--- src/hw/psi_pkg.sv ---
package psi_pkg;

    // Management register addresses
    localparam logic [4:0] PSI_ADDR_STATUS = 5'h01;
    localparam logic [4:0] PSI_ADDR_ID_HIGH = 5'h02;
    localparam logic [4:0] PSI_ADDR_ID_LOW = 5'h03;

    // Management frame opcodes and field counts
    localparam logic [1:0] PSI_OP_READ = 2'h2;
    localparam logic [1:0] PSI_OP_WRITE = 2'h1;
    localparam logic [5:0] PSI_PREAMBLE_BITS = 6'h20;
    localparam logic [3:0] PSI_HDR_LAST = 4'hb;
    localparam logic [3:0] PSI_DATA_LAST = 4'hf;

    // Status register field positions
    localparam int PSI_BS_T4 = 15;
    localparam int PSI_BS_TX_FD = 14;
    localparam int PSI_BS_TX_HD = 13;
    localparam int PSI_BS_10_FD = 12;
    localparam int PSI_BS_10_HD = 11;
    localparam int PSI_BS_RSV_HI = 10;
    localparam int PSI_BS_RSV_LO = 7;
    localparam int PSI_BS_PRE_SKIP = 6;
    localparam int PSI_BS_AN_DONE = 5;
    localparam int PSI_BS_RFAULT = 4;
    localparam int PSI_BS_AN_ABLE = 3;
    localparam int PSI_BS_LINK = 2;
    localparam int PSI_BS_JABBER = 1;
    localparam int PSI_BS_EXT = 0;

    // Second identifier register field positions
    localparam int PSI_ID_VEND_LSB = 10;
    localparam int PSI_ID_MODEL_LSB = 4;

    // Identity defaults, values are arbitrary
    localparam logic [15:0] PSI_VENDOR_UPPER_DEF = 16'h5a3c;
    localparam logic [5:0] PSI_VENDOR_LOWER_DEF = 6'h15;
    localparam logic [5:0] PSI_MODEL_DEF = 6'h0a;
    localparam logic [3:0] PSI_REVISION_DEF = 4'h1;

    // Latch slots: 0 remote fault, 1 jabber, 2 link
    localparam int PSI_LATCHES = 3;
    localparam logic [2:0] PSI_LATCH_ACTIVE = 3'h3;
    localparam logic [2:0] PSI_LATCH_RESET = 3'h0;

    typedef struct packed {
        logic an_complete;
        logic far_end_fault;
        logic lp_remote_fault;
        logic link_good;
        logic jabber;
        logic speed_10;
    } psi_status_in_type;

    typedef struct packed {
        logic [1:0] op;
        logic [4:0] phyad;
        logic [4:0] regad;
    } psi_header_type;

    typedef enum logic [2:0] {
        PSI_IDLE = 3'b000,
        PSI_START = 3'b001,
        PSI_HDR = 3'b010,
        PSI_TA = 3'b011,
        PSI_DATA = 3'b100
    } psi_state_type;

endpackage

--- src/hw/psi_latch.sv ---
`timescale 1ns/1ps
module psi_latch #(
    parameter logic ACTIVE = 1'b1,
    parameter logic RESET_VAL = 1'b0
) (
    input wire logic clk_sys_i,
    input wire logic reset_i,
    input wire logic event_i,
    input wire logic clear_i,
    output logic q_o
);
    // Event wins over a clear in the same cycle
    always_ff @(posedge clk_sys_i) begin
        if (reset_i) begin
            q_o <= RESET_VAL;
        end else if (event_i) begin
            q_o <= ACTIVE;
        end else if (clear_i) begin
            q_o <= ~ACTIVE;
        end
    end
endmodule

--- src/hw/psi_status_regs.sv ---
`timescale 1ns/1ps
// How it works
// - status bit 15 reads fixed 0, no 100BASE-T4 mode.
// - status bits 14 to 11 read fixed 1, the four speed/duplex abilities.
// - status bits 10 to 7 read zero; controller writes zero there.
// - bit 6 reads 1; 32 preamble ones needed after reset, bad opcode or bad write turnaround.
// - bit 5 shows auto-negotiation complete, live from the input, no reset value.
// - bit 4 latches high on far end fault or partner remote fault.
// - latched remote fault clears on status read or reset.
// - bit 3 reads fixed 1, auto-negotiation supported.
// - bit 2 is link valid, 0 from reset, any failure latches it low.
// - link bit returns high only with good link after a status read.
// - bit 1 is jabber, meaningful only at 10 Mbps, 0 from reset.
// - jabber latches high until a status read or reset.
// - bit 0 reads fixed 1, extended registers present.
// - 32-bit identifier spans two registers: vendor, model, revision.
// - first identifier register holds vendor bits 3 to 18 in bits 15:0.
// - identifier may legally read as all zero.
// - status decoded at address 0x01, first identifier at 0x02.
// - second identifier at 0x03: vendor 19-24, model 9:4, revision 3:0.
module psi_status_regs
    import psi_pkg::*;
#(
    parameter logic [15:0] VENDOR_UPPER = PSI_VENDOR_UPPER_DEF,
    parameter logic [5:0] VENDOR_LOWER = PSI_VENDOR_LOWER_DEF,
    parameter logic [5:0] MODEL = PSI_MODEL_DEF,
    parameter logic [3:0] REVISION = PSI_REVISION_DEF
) (
    input wire logic clk_sys_i,
    input wire logic reset_i,
    input wire logic mdc_i,
    input wire logic mdio_i,
    input wire logic [4:0] phy_addr_i,
    input wire psi_status_in_type status_i,
    output logic mdio_o,
    output logic mdio_oe_o
);

    // Synchronised management pins
    logic mdc_s;
    logic mdio_s;
    logic mdc_d;
    logic mdc_rise;

    // Frame state
    psi_state_type state;
    psi_state_type next_state;
    psi_header_type hdr;
    psi_header_type next_hdr;
    psi_header_type hdr_shift;
    logic [3:0] bit_cnt;
    logic [3:0] next_bit_cnt;
    logic [5:0] ones_cnt;
    logic need_pre;
    logic next_need_pre;
    logic [15:0] data_sr;
    logic [15:0] next_data_sr;
    logic next_mdio_o;
    logic next_mdio_oe;
    logic read_done;
    logic next_read_done;

    // Decode wires
    logic op_ok;
    logic is_read;
    logic for_us;
    logic drive_rd;
    logic pre_ok;
    logic ta_bad;
    logic hdr_last;
    logic data_last;
    logic [15:0] read_word;
    logic [15:0] status_word;

    // Latching status bits
    logic [PSI_LATCHES-1:0] latch_event;
    logic [PSI_LATCHES-1:0] latched;
    logic rf_evt;
    logic jab_evt;
    logic link_fail;

    // Builds the status word from live and latched bits
    function automatic logic [15:0] make_status(
        input logic an_done,
        input logic rfault,
        input logic link,
        input logic jabber
    );
        logic [15:0] w;
        w = 16'h0000;
        w[PSI_BS_T4] = 1'b0;
        w[PSI_BS_TX_FD] = 1'b1;
        w[PSI_BS_TX_HD] = 1'b1;
        w[PSI_BS_10_FD] = 1'b1;
        w[PSI_BS_10_HD] = 1'b1;
        w[PSI_BS_RSV_HI:PSI_BS_RSV_LO] = 4'h0;
        w[PSI_BS_PRE_SKIP] = 1'b1;
        w[PSI_BS_AN_DONE] = an_done;
        w[PSI_BS_RFAULT] = rfault;
        w[PSI_BS_AN_ABLE] = 1'b1;
        w[PSI_BS_LINK] = link;
        w[PSI_BS_JABBER] = jabber;
        w[PSI_BS_EXT] = 1'b1;
        return w;
    endfunction

    // Register read decode, unmapped addresses read zero
    function automatic logic [15:0] read_value(
        input logic [4:0] regad,
        input logic [15:0] status
    );
        logic [15:0] v;
        v = 16'h0000;
        case (regad)
            PSI_ADDR_STATUS: v = status;
            PSI_ADDR_ID_HIGH: v = VENDOR_UPPER;
            PSI_ADDR_ID_LOW: begin
                v[15:PSI_ID_VEND_LSB] = VENDOR_LOWER;
                v[PSI_ID_VEND_LSB-1:PSI_ID_MODEL_LSB] = MODEL;
                v[PSI_ID_MODEL_LSB-1:0] = REVISION;
            end
            default: v = 16'h0000;
        endcase
        return v;
    endfunction

    // Both management pins cross into the system clock
    psi_sync #(
        .WIDTH(2)
    ) u_sync (
        .clk_sys_i(clk_sys_i),
        .reset_i(reset_i),
        .async_i({mdc_i, mdio_i}),
        .sync_o({mdc_s, mdio_s})
    );

    // Latch events; jabber counts only at 10 Mbps
    assign rf_evt = status_i.far_end_fault | status_i.lp_remote_fault;
    assign jab_evt = status_i.jabber & status_i.speed_10;
    assign link_fail = ~status_i.link_good;
    assign latch_event = {link_fail, jab_evt, rf_evt};

    // One latch per sticky bit, all cleared by a finished status read
    generate
        for (genvar i = 0; i < PSI_LATCHES; i++) begin : g_latch
            psi_latch #(
                .ACTIVE(PSI_LATCH_ACTIVE[i]),
                .RESET_VAL(PSI_LATCH_RESET[i])
            ) u_latch (
                .clk_sys_i(clk_sys_i),
                .reset_i(reset_i),
                .event_i(latch_event[i]),
                .clear_i(read_done),
                .q_o(latched[i])
            );
        end
    endgenerate

    // Register contents
    assign status_word = make_status(status_i.an_complete, latched[0], latched[2], latched[1]);
    assign read_word = read_value(hdr.regad, status_word);

    // Frame decode
    assign mdc_rise = mdc_s & ~mdc_d;
    assign hdr_shift = psi_header_type'({hdr[10:0], mdio_s});
    assign op_ok = (hdr_shift.op == PSI_OP_READ) || (hdr_shift.op == PSI_OP_WRITE);
    assign is_read = (hdr.op == PSI_OP_READ);
    assign for_us = (hdr.phyad == phy_addr_i);
    assign drive_rd = is_read & for_us;
    assign pre_ok = ~need_pre | (ones_cnt == PSI_PREAMBLE_BITS);
    assign ta_bad = ~is_read & ((bit_cnt == 4'h0) ? ~mdio_s : mdio_s);
    assign hdr_last = (bit_cnt == PSI_HDR_LAST);
    assign data_last = (bit_cnt == PSI_DATA_LAST);

    // Frame sequencer, steps once per rising management clock
    always_comb begin
        next_state = state;
        next_hdr = hdr;
        next_bit_cnt = bit_cnt;
        next_need_pre = need_pre;
        next_data_sr = data_sr;
        next_mdio_o = mdio_o;
        next_mdio_oe = mdio_oe_o;
        next_read_done = 1'b0;
        if (mdc_rise) begin
            case (state)
                PSI_IDLE: begin
                    if (!mdio_s && pre_ok) begin
                        next_state = PSI_START;
                    end
                end
                PSI_START: begin
                    if (mdio_s) begin
                        next_state = PSI_HDR;
                        next_bit_cnt = 4'h0;
                        next_need_pre = 1'b0;
                    end else begin
                        next_state = PSI_IDLE;
                    end
                end
                PSI_HDR: begin
                    next_hdr = hdr_shift;
                    next_bit_cnt = bit_cnt + 4'h1;
                    if (hdr_last && !op_ok) begin
                        next_state = PSI_IDLE;
                        next_need_pre = 1'b1;
                    end else if (hdr_last) begin
                        next_state = PSI_TA;
                        next_bit_cnt = 4'h0;
                    end
                end
                PSI_TA: begin
                    if (ta_bad) begin
                        next_state = PSI_IDLE;
                        next_need_pre = 1'b1;
                    end else if (bit_cnt == 4'h0) begin
                        next_bit_cnt = 4'h1;
                        next_mdio_oe = drive_rd;
                        next_mdio_o = 1'b0;
                    end else begin
                        next_state = PSI_DATA;
                        next_bit_cnt = 4'h0;
                        if (drive_rd) begin
                            next_mdio_o = read_word[15];
                            next_data_sr = {read_word[14:0], 1'b0};
                        end
                    end
                end
                PSI_DATA: begin
                    next_bit_cnt = bit_cnt + 4'h1;
                    next_mdio_o = data_sr[15];
                    next_data_sr = {data_sr[14:0], 1'b0};
                    if (data_last) begin
                        next_state = PSI_IDLE;
                        next_mdio_oe = 1'b0;
                        next_mdio_o = 1'b0;
                        next_read_done = drive_rd && (hdr.regad == PSI_ADDR_STATUS);
                    end
                end
                default: begin
                    next_state = PSI_IDLE;
                    next_mdio_oe = 1'b0;
                end
            endcase
        end
    end

    // Sequencer registers
    always_ff @(posedge clk_sys_i) begin
        if (reset_i) begin
            state <= PSI_IDLE;
            hdr <= '0;
            bit_cnt <= 4'h0;
            need_pre <= 1'b1;
            data_sr <= 16'h0000;
            mdio_o <= 1'b0;
            mdio_oe_o <= 1'b0;
            read_done <= 1'b0;
        end else begin
            state <= next_state;
            hdr <= next_hdr;
            bit_cnt <= next_bit_cnt;
            need_pre <= next_need_pre;
            data_sr <= next_data_sr;
            mdio_o <= next_mdio_o;
            mdio_oe_o <= next_mdio_oe;
            read_done <= next_read_done;
        end
    end

    // Edge detect and saturating preamble count
    always_ff @(posedge clk_sys_i) begin
        if (reset_i) begin
            mdc_d <= 1'b0;
            ones_cnt <= 6'h00;
        end else begin
            mdc_d <= mdc_s;
            if (mdc_rise) begin
                ones_cnt <= !mdio_s ? 6'h00 :
                    (ones_cnt == PSI_PREAMBLE_BITS) ? ones_cnt : ones_cnt + 6'h01;
            end
        end
    end
endmodule

--- src/hw/psi_sync.sv ---
`timescale 1ns/1ps
module psi_sync #(
    parameter int WIDTH = 2
) (
    input wire logic clk_sys_i,
    input wire logic reset_i,
    input wire logic [WIDTH-1:0] async_i,
    output logic [WIDTH-1:0] sync_o
);
    logic [WIDTH-1:0] stage1;

    // Two flops, first stage read only by the second
    always_ff @(posedge clk_sys_i) begin
        if (reset_i) begin
            stage1 <= '0;
            sync_o <= '0;
        end else begin
            stage1 <= async_i;
            sync_o <= stage1;
        end
    end
endmodule

--- config.mk ---
export PLATFORM = sky130hd
export DESIGN_NAME = psi_status_regs
export DESIGN_NICKNAME = d
export VERILOG_FILES = /design/src/hw/psi_pkg.sv /design/src/hw/psi_latch.sv /design/src/hw/psi_status_regs.sv /design/src/hw/psi_sync.sv
export SDC_FILE = /design/constraint.sdc
export NUM_CORES = 1
export LEC_CHECK = 0
export BUFFER_PORTS_ARGS = -buffer_cell sky130_fd_sc_hd__buf_2
export CORE_UTILIZATION = 41
export CTS_CLUSTER_SIZE = 24
export DETAILED_ROUTE_END_ITERATION = 6
export MAX_ROUTING_LAYER = met4
export SETUP_SLACK_MARGIN = 0.02
export SYNTH_ARGS = -nofsm -noshare
export SYNTH_HDL_FRONTEND = slang
export SYNTH_SLANG_ARGS = --single-unit
--- constraint.sdc ---
create_clock -name clk_sys_i -period 2.5 [get_ports clk_sys_i]
set_clock_uncertainty 0.05 [all_clocks]
set_input_delay 0.25 -clock clk_sys_i [delete_from_list [all_inputs] [get_ports clk_sys_i]]
set_output_delay 0.25 -clock clk_sys_i [all_outputs]
set_load 0.02 [all_outputs]
==> run summary, run 1 <==
maxcap violations -> 0
WS Path Type -> flip-flop to flip-flop
initial antenna violation count -> 0
Final Util -> 0.474
Yosys cell types -> 51
synthesis-to-layout area growth -> 8.81%
Placed Cells -> 381
RePlAce Congestion -> 0.752
clock buffer depth -> 2
M3 GR Usage -> 0.0297
Pwr Total -> 1.39 mW
vias in the first global route -> 1,880
ant diodes -> 0
global-route wire length before repair -> 9.29 mm
critical path endpoint category -> flip-flop
Die Height -> 82.5 um
Final Max Slew Viols -> 0
IO buf count -> 16
worst-margin pin slew -> 591 ps
GRT met1 Usage -> 0.265
gr usage total -> 0.185
CTS Buf Count -> 5
Reg2Reg Capture Point -> need_pre
Post-synth EDFFs -> 0
FF-to-FF path depth -> 7
flop2flop setup slack -> 310 ps
core footprint -> 0.00610 mm2
Setup Fix Bufs, Post-CTS -> 0
Hold Violations, Final -> 0
setup slack after layout -> 315 ps
worst hold path type -> primary input to flip-flop
HPWL Detailed -> 3.74 mm
CP arrival -> 2340 ps
ys flop type -> dfxtp_1
Leak -> 1.02 nW
Final Setup Violations -> 0
Routed WL -> 5.34 mm
CP Max Fanout -> 7
Resized cells post-CTS -> 0
Post-Layout Cell Count -> 389
met2 GRT Util -> 0.271
Final nets -> 332
die width -> 82.5 um
Worst Hold Depth -> 2
Fillers -> 629
slew margin rel. -> 0.606
worst path required time -> 2650 ps
leading area contributor after synthesis -> dfxtp_1
startpoint types -> flip-flop
initial cell density of the core -> 0.436
Yosys top cell area share -> 0.392
Seq/Total Area, Yosys -> 0.392
starting DRC count in detailed routing -> 151
cell count after synthesis -> 303
setup TNS -> 0 ps
Tmin final -> 2190 ps
grt ovf -> 0
Min Hold Slack -> 105 ps
pwr dens -> 483 mW/mm2
CTS Hold Bufs -> 0
largest net degree at the start of global routing -> 33
unrepaired setup endpoints after global routing -> false
Hold Startpoint -> mdio_i
drt via density -> 5.39
Die Area -> 0.00680 mm2
htree depth -> 2
Placed Area -> 0.00280 mm2
CTS clk-pin slew, worst paths -> 90 ps
CTS root buf -> clkbuf_8
Worst Hold Endpoint -> u_sync.stage1[0]
layout cell share with drive strength beyond 1 -> 0.137
r2r startpoint -> bit_cnt[0]
clk_lat worst skew -> 300 ps
ys async rst share -> 0
fmax -> 458 MHz
run status -> finished, final reports clean
CTS Sinks -> 52
Post-Place Worst Slack -> 337 ps
maximum VDD drop -> 274 uV
Post-Layout Inst Area -> 0.00289 mm2
syn_nets -> 322
crit path from -> bit_cnt[0]
synthesized flop and latch total -> 52
Synth Area per Inst -> 8.76 um2
# DRC -> 0
# rows -> 28
drt wl/cell -> 13.7 um
IO Pins -> 17
via count -> 2,097
Mapped Area -> 0.00266 mm2
yosys warns -> 0
post-route ant nets -> 0
layer with the highest usage -> met2
CTS tree -> built
fin crit share -> 0.874
top post-synthesis cells by area -> dfxtp_1 39%, mux2i_1 6.0%, nor2_1 4.7%
first-pass iteration count of the detailed router -> 4
==> layout make-up <==
cell class	instances	area, um2	area share
clock buffers	7	86.3	0.0299
clock inverters	1	7.51	0.00260
flip-flops and latches	52	1040	0.360
inverters	9	33.8	0.0117
repair buffers	24	140	0.0485
multi-input cells	221	1490	0.515
well taps	75	93.8	0.0325
==> routing by layer <==
metal | vias up | routed length (um)
li1 | 1094 | -
met5 | - | 0
met4 | 0 | 42
met2 | 32 | 2340
met3 | 4 | 171
met1 | 967 | 2790
==> synthesized netlist by cell type (7+ instances only) <==
library cell,instances
nor2_1,33
clkbuf_1,13
nor2b_1,16
a22oi_1,7
a21oi_1,23
xnor2_1,11
inv_1,9
a211oi_1,9
nand2_1,17
dfxtp_1,52
nand3_1,7
mux2i_1,16
==> kinds of logic (layout without fill, tap and decap cells) <==
| kind of cell | Yosys count | after routing | share of synthesized area |
|---|---|---|---|
| mux | 21 | 21 | 0.0815 |
| simple gates | 106 | 106 | 0.214 |
| buf+inv | 30 | 41 | 0.0500 |
| fa+ha+maj | 4 | 4 | 0.0189 |
| xor+xnor | 14 | 14 | 0.0490 |
| compound gates | 76 | 76 | 0.195 |
| flops | 52 | 52 | 0.392 |
==> registers in the layout, indices dropped and copies added, names as in the netlist <==
register and count:
u_sync.stage1 2, bit_cnt 4, mdio_oe_o 1, state 3, mdio_o 1, need_pre 1
u_sync.sync_o 2, data_sr 15, mdc_d 1, g_latch.u_latch.q_o 3, hdr 12, ones_cnt 6
read_done 1
==> power by group <==
| part | internal, mW | switching (mW) | leakage, nW |
|---|---|---|---|
| Sequential | 0.833 | 0.00538 | 0.420 |
| Clock | 0.226 | 0.275 | 0.0445 |
| Combinational | 0.0230 | 0.0320 | 0.559 |
| Total | 1.08 | 0.313 | 1.02 |
==> worst max-delay path, cell delays in order, from the launching register on <==
cell and delay, ps:
dfxtp_1 360, inv_1 70, ha_1 130, nor3b_4 390, xor2_2 210, a21oi_2 90
or4_1 480, a211o_1 300
==> worst max path at each step <==
stage | endpoint | cells after the start | slack, ps
after floorplan | need_pre | 7 | 510
after global placement | need_pre | 7 | 410
after detailed placement | need_pre | 7 | 340
after CTS | need_pre | 7 | 310
after global routing | bit_cnt[2] | 7 | 150
final | need_pre | 7 | 310
==> cell usage in the layout (no fill, tap or decap), types with 4 or more instances in the layout <==
cell,count
a211oi_1,9
a21oi_1,23
a22oi_1,7
buf_2,16
buf_4,8
clkbuf_8,6
dfxtp_1,52
ha_1,4
inv_1,9
mux2_2,5
mux2i_1,16
nand2_1,17
nand2b_1,6
nand3_1,7
nand4_1,5
nor2_1,33
nor2b_1,16
o21a_1,5
o21ai_0,5
o31ai_1,4
xnor2_1,11
No activity file was read; power rests on OpenSTA's default activity.
==> run 2, diff against run 1 <==
--- a/config.mk
+++ b/config.mk
@@ -10,6 +10,7 @@
 export CTS_CLUSTER_SIZE = 24
 export DETAILED_ROUTE_END_ITERATION = 6
 export MAX_ROUTING_LAYER = met4
+export PLACE_DENSITY = 0.69
 export SETUP_SLACK_MARGIN = 0.02
 export SYNTH_ARGS = -nofsm -noshare
 export SYNTH_HDL_FRONTEND = slang
==> constraint.sdc (replaced) <==
create_clock -name clk_sys_i -period 2.7 [get_ports clk_sys_i]
set_clock_uncertainty 0.05 [all_clocks]
set_input_delay 0.27 -clock clk_sys_i [delete_from_list [all_inputs] [get_ports clk_sys_i]]
set_output_delay 0.27 -clock clk_sys_i [all_outputs]
set_load 0.02 [all_outputs]
==> run 2 against run 1 <==
  * Register-to-register slack improved by 130 ps
  * Clock power rose by 16%
  * Worst hold slack improved by 20 ps
  * Combinational power fell by 6.9%
  * Cell area rose by 0.87%
  * Via count rose by 1.2%
  * Critical path depth fell by 2
  * Routed wire length rose by 1.1%
  * Final cell count fell by 0.26%
  * Worst setup slack improved by 130 ps
  * Maximum frequency fell by 3.0%
  * Global-route usage fell by 0.47 points
  * Critical endpoint is now data_sr[11]
  * Largest cell class unchanged
==> run summary, run 2 (synthesized netlist as in run 1, its figures left out) <==
drt via density -> 5.47
startpoint types -> flip-flop
starting DRC count in detailed routing -> 100
Final Max Slew Viols -> 0
ant diodes -> 0
Fillers -> 617
clk_lat worst skew -> 310 ps
Detail Route met3 WL -> 225 um
internal power -> 1.12 mW
Reg with most FFs -> data_sr
Die Area -> 0.00680 mm2
post-route ant nets -> 0
WS Path Type -> flip-flop to flip-flop
CTS root buf -> clkbuf_8
Post-Layout Cell Count -> 388
Top Layer Used -> met4
IO Pins -> 17
CTS tree -> built
core footprint -> 0.00610 mm2
Placed Cells -> 380
CP top delay family -> simple AND/OR/NAND/NOR gates
fmax -> 444 MHz
htree depth -> 2
Sw Ratio -> 0.205
pwr dens -> 484 mW/mm2
layout cell share with drive strength beyond 1 -> 0.137
clock network power share -> 0.413
IO buf count -> 16
largest net degree at the start of global routing -> 33
die width -> 82.5 um
slew margin rel. -> 0.603
Tmin final -> 2250 ps
fin crit share -> 0.834
CP Max Fanout -> 15
commonest non-fill, non-tap cell in the layout -> dfxtp_1
clock buffer depth -> 2
setup slack after layout -> 448 ps
worst path required time -> 2850 ps
Min Hold Slack -> 125 ps
Regs by FF count -> data_sr x15, hdr x12, ones_cnt x6
Resized cells post-CTS -> 0
CTS Buf Count -> 5
critical path's slowest cell -> dfxtp_1
flop2flop setup slack -> 450 ps
WP buf/inv -> 0
drt wl/cell -> 13.9 um
HPWL Detailed -> 3.71 mm
Die Height -> 82.5 um
Final Util -> 0.478
CTS clk-pin slew, worst paths -> 90 ps
Final Setup Violations -> 0
met1 wire length -> 2.66 mm
Pwr Total -> 1.41 mW
maximum VDD drop -> 278 uV
# rows -> 28
critical path endpoint category -> flip-flop
setup TNS -> 0 ps
maxcap violations -> 0
Psw -> 0.289 mW
vias in the first global route -> 1,913
Post-Place Worst Slack -> 445 ps
grt ovf -> 0
Placed Area -> 0.00279 mm2
initial antenna violation count -> 0
synthesis-to-layout area growth -> 9.75%
Setup Fix Bufs, Post-CTS -> 0
CTS Hold Bufs -> 0
CP peak stage delay -> 630 ps
gr usage total -> 0.181
# DRC -> 0
RePlAce Congestion -> 0.822
Final nets -> 331
Largest register FFs -> 15
critical path cell sequence -> and3b_1 -> nand2b_1 -> o31ai_1 -> and2_1 -> mux2_2
combinational power share -> 0.036
Hold Violations, Final -> 0
most frequent cells in the layout -> 52 x dfxtp_1, 33 x nor2_1, 23 x a21oi_1
sequential power share -> 0.551
Leak -> 1.04 nW
global-route wire length before repair -> 9.08 mm
worst hold path type -> primary input to flip-flop
unrepaired setup endpoints after global routing -> false
worst-margin pin slew -> 595 ps
via count -> 2,123
run status -> finished, final reports clean
Routed WL -> 5.41 mm
Post-Layout Inst Area -> 0.00291 mm2
WL met2 -> 2.43 mm
first-pass iteration count of the detailed router -> 4
CTS Sinks -> 52
CP arrival -> 2400 ps
initial cell density of the core -> 0.436
==> run 2: per-layer routing <==
metal,up-vias,track usage
met2,40,0.274
met4,0,0.0632
met5,-,-
met3,9,0.0429
met1,980,0.235
li1,1094,-
==> run 2: final timing paths <==
path	cells past startpoint	end	from
max	5	data_sr[11]	state[1]
min	2	u_sync.stage1[1]	mdc_i
max reg2reg	5	data_sr[11]	state[1]
min reg2reg	1	u_sync.sync_o[1]	u_sync.stage1[1]
==> run 2: final cells by class <==
cell class / count / area, um2 / area share
Sequential cell: 52 / 1040 / 0.357
Inverter: 9 / 33.8 / 0.0116
Timing Repair Buffer: 23 / 133 / 0.0455
Clock inverter: 1 / 30.0 / 0.0103
Clock buffer: 7 / 96.3 / 0.0331
Tap cell: 75 / 93.8 / 0.0322
Multi-Input combinational cell: 221 / 1490 / 0.510
==> run 2: power groups by stage <==
stage	combinational, mW	clock (mW)	sequential, mW
2_1_floorplan	0.0344	0	0.792
3_3_place_gp	0.0505	0	0.794
3_5_place_dp	0.0515	0	0.795
4_1_cts	0.0516	0.596	0.777
5_1_grt	0.0564	0.615	0.778
6_report	0.0512	0.581	0.777
==> run 2: worst register-to-register path, cell delays in order, from the launching register on <==
cell	delay (ps)
dfxtp_1	630
and3b_1	360
nand2b_1	130
o31ai_1	250
and2_1	360
mux2_2	380
==> run 3, diff against run 2 <==
--- a/config.mk
+++ b/config.mk
@@ -5,12 +5,13 @@
 export SDC_FILE = /design/constraint.sdc
 export NUM_CORES = 1
 export LEC_CHECK = 0
+export ABC_AREA = 1
 export BUFFER_PORTS_ARGS = -buffer_cell sky130_fd_sc_hd__buf_2
 export CORE_UTILIZATION = 41
 export CTS_CLUSTER_SIZE = 24
 export DETAILED_ROUTE_END_ITERATION = 6
 export MAX_ROUTING_LAYER = met4
-export PLACE_DENSITY = 0.69
+export PLACE_DENSITY = 0.71
 export SETUP_SLACK_MARGIN = 0.02
 export SYNTH_ARGS = -nofsm -noshare
 export SYNTH_HDL_FRONTEND = slang
==> constraint.sdc (replaced) <==
create_clock -name clk_sys_i -period 2 [get_ports clk_sys_i]
set_clock_uncertainty 0.05 [all_clocks]
set_input_delay 0.2 -clock clk_sys_i [delete_from_list [all_inputs] [get_ports clk_sys_i]]
set_output_delay 0.2 -clock clk_sys_i [all_outputs]
set_load 0.02 [all_outputs]
==> run 3 against run 2 <==
  * Critical path depth increased by 5
  * Core utilization decreased by 1.7 points
  * Sequential power increased by 35%
  * Maximum frequency increased by 36%
  * Critical path type unchanged
  * Largest power group unchanged
  * Highest routed layer unchanged
==> run summary, run 3 <==
Regs by FF count -> data_sr x15, hdr x12, ones_cnt x6
CTS tree -> built
maxcap violations -> 0
commonest non-fill, non-tap cell in the layout -> nand2_1
Hold Startpoint -> mdio_i
Post-Layout Cell Count -> 491
cell count after synthesis -> 398
CP Max Fanout -> 5
critical path cell sequence -> ha_1 -> nand2_1 -> nor2_1 -> inv_1 -> nand2_1 -> nand3_1 -> a21oi_2 -> nand2_2 -> nor2_1 -> nor2_1
clk_lat worst skew -> 300 ps
setup slack after layout -> 347 ps
Mapped Area -> 0.00267 mm2
pwr dens -> 587 mW/mm2
critical path's slowest cell -> dfxtp_1
most common cell in the netlist -> nand2_1
critical path endpoint category -> flip-flop
Synth Area per Inst -> 6.71 um2
via count -> 2,447
Placed Cells -> 484
Hold Violations, Final -> 0
CTS root buf -> clkbuf_8
CP arrival -> 1810 ps
post-route ant nets -> 0
ys async rst share -> 0
ys flop type -> dfxtp_1
Final Util -> 0.461
global-route wire length before repair -> 9.56 mm
unrepaired setup endpoints after global routing -> false
Die Height -> 82.7 um
grt ovf -> 0
Post-Layout Inst Area -> 0.00291 mm2
HPWL Detailed -> 3.94 mm
drt via density -> 4.98
Routed WL -> 5.41 mm
Final Max Slew Viols -> 0
synthesis-to-layout area growth -> 8.90%
largest net degree at the start of global routing -> 31
Leak -> 1.21 nW
Reg2Reg Capture Point -> state[0]
WS Path Type -> flip-flop to flip-flop
Reg with most FFs -> data_sr
leading area contributor after synthesis -> dfxtp_1
clock buffer depth -> 2
Yosys top cell area share -> 0.390
initial cell density of the core -> 0.423
fin crit share -> 0.827
vias in the first global route -> 2,133
drt wl/cell -> 11.0 um
most frequent cells in the layout -> 89 x nand2_1, 56 x nor2_1, 52 x dfxtp_1
top cells by count, synth -> 89 x nand2_1, 56 x nor2_1, 52 x dfxtp_1, 49 x a21oi_1, 37 x inv_1
CTS Buf Count -> 5
ant diodes -> 0
synthesized flop and latch total -> 52
CP peak stage delay -> 400 ps
r2r startpoint -> bit_cnt[0]
Seq/Total Area, Yosys -> 0.390
Final Setup Violations -> 0
top post-synthesis cells by area -> dfxtp_1 39%, nand2_1 13%, a21oi_1 9.2%
startpoint types -> flip-flop
Die Area -> 0.00685 mm2
Resized cells post-CTS -> 0
run status -> finished, final reports clean
Most Frequent Cell on Critical Path -> nor2_1
die width -> 82.7 um
first-pass iteration count of the detailed router -> 4
maximum VDD drop -> 264 uV
RePlAce Congestion -> 0.944
gr usage total -> 0.186
Worst Hold Endpoint -> u_sync.stage1[0]
CTS Hold Bufs -> 0
# DRC -> 0
Pwr Total -> 1.71 mW
initial antenna violation count -> 0
IO Pins -> 17
yosys warns -> 0
worst-margin pin slew -> 454 ps
CTS Sinks -> 52
Worst Hold Depth -> 3
Placed Area -> 0.00283 mm2
worst hold path type -> primary input to flip-flop
slew margin rel. -> 0.696
starting DRC count in detailed routing -> 221
core footprint -> 0.00631 mm2
setup TNS -> 0 ps
Yosys cell types -> 31
flop2flop setup slack -> 350 ps
worst path required time -> 2150 ps
FF-to-FF path depth -> 10
CTS clk-pin slew, worst paths -> 90 ps
IO buf count -> 16
# rows -> 29
htree depth -> 2
Final nets -> 433
Tmin final -> 1650 ps
Post-synth EDFFs -> 0
Min Hold Slack -> 41.0 ps
layout cell share with drive strength beyond 1 -> 0.121
fmax -> 605 MHz
syn_nets -> 417
Post-Place Worst Slack -> 368 ps
Largest register FFs -> 15
Setup Fix Bufs, Post-CTS -> 0
-- run 3: changes by cell type in the layout (fill, tap and decap cells not counted), moves of 6 or more --
cell / previous run / this run
inv_1: 9 / 37
nand2_1: 17 / 89
a211oi_1: 9 / 0
nand3_1: 7 / 34
mux2i_1: 16 / 1
a21oi_1: 23 / 49
nor2b_1: 16 / 0
o21ai_0: 5 / 18
nor2_1: 33 / 56
a22oi_1: 7 / 1
xnor2_1: 11 / 2
nand2b_1: 6 / 0
-- run 3: worst max-delay path: cells and delay by family, from the launching register on --
family	cells	cell delay, ps
simple gates	7	640
flops	1	400
fa+ha+maj	1	230
compound gates	1	160
buf+inv	1	60
-- run 3: kinds of logic (layout without fill, tap and decap cells) --
logic type | after synthesis | count (layout) | share of synthesized area
flip-flops | 52 | 52 | 0.390
AO/OA/AOI/OAI | 74 | 74 | 0.144
buffers and inverters | 57 | 73 | 0.0918
multiplexers | 1 | 1 | 0.00375
adder cells (fa/ha/maj) | 4 | 4 | 0.0187
AND/OR/NAND/NOR | 205 | 205 | 0.336
XOR/XNOR | 5 | 5 | 0.0164
-- run 3: worst max-delay path by stage --
stage	from	end	slack (ps)
after floorplan	bit_cnt[0]	data_sr[7]	510
after global placement	bit_cnt[0]	state[0]	400
after detailed placement	bit_cnt[0]	data_sr[8]	370
after CTS	bit_cnt[0]	data_sr[8]	350
after global routing	bit_cnt[0]	data_sr[8]	160
final	bit_cnt[0]	state[0]	350
-- run 3: routing by layer --
| metal | vias to the layer above | share of wire | track usage |
|---|---|---|---|
| met4 | 0 | 0.0098 | 0.0483 |
| met1 | 1074 | 0.52 | 0.260 |
| met5 | - | 0 | - |
| met3 | 4 | 0.035 | 0.0374 |
| met2 | 50 | 0.43 | 0.273 |
| li1 | 1319 | - | - |
-- run 3: area by class of cell --
class / count / area, um2
inverters: 43 / 164
fillers: 666 / 3400
clock inverters: 1 / 5.00
multi-input cells: 289 / 1390
clock buffers: 6 / 72.6
flip-flops and latches: 52 / 1040
repair buffers: 23 / 145
well taps: 77 / 96.3
-- run 3: where the power goes --
group	total [mW]	internal [mW]	switching, mW
Sequential	1.05	1.04	0.00544
Clock	0.567	0.239	0.329
Combinational	0.0913	0.0330	0.0583
Total	1.71	1.31	0.392
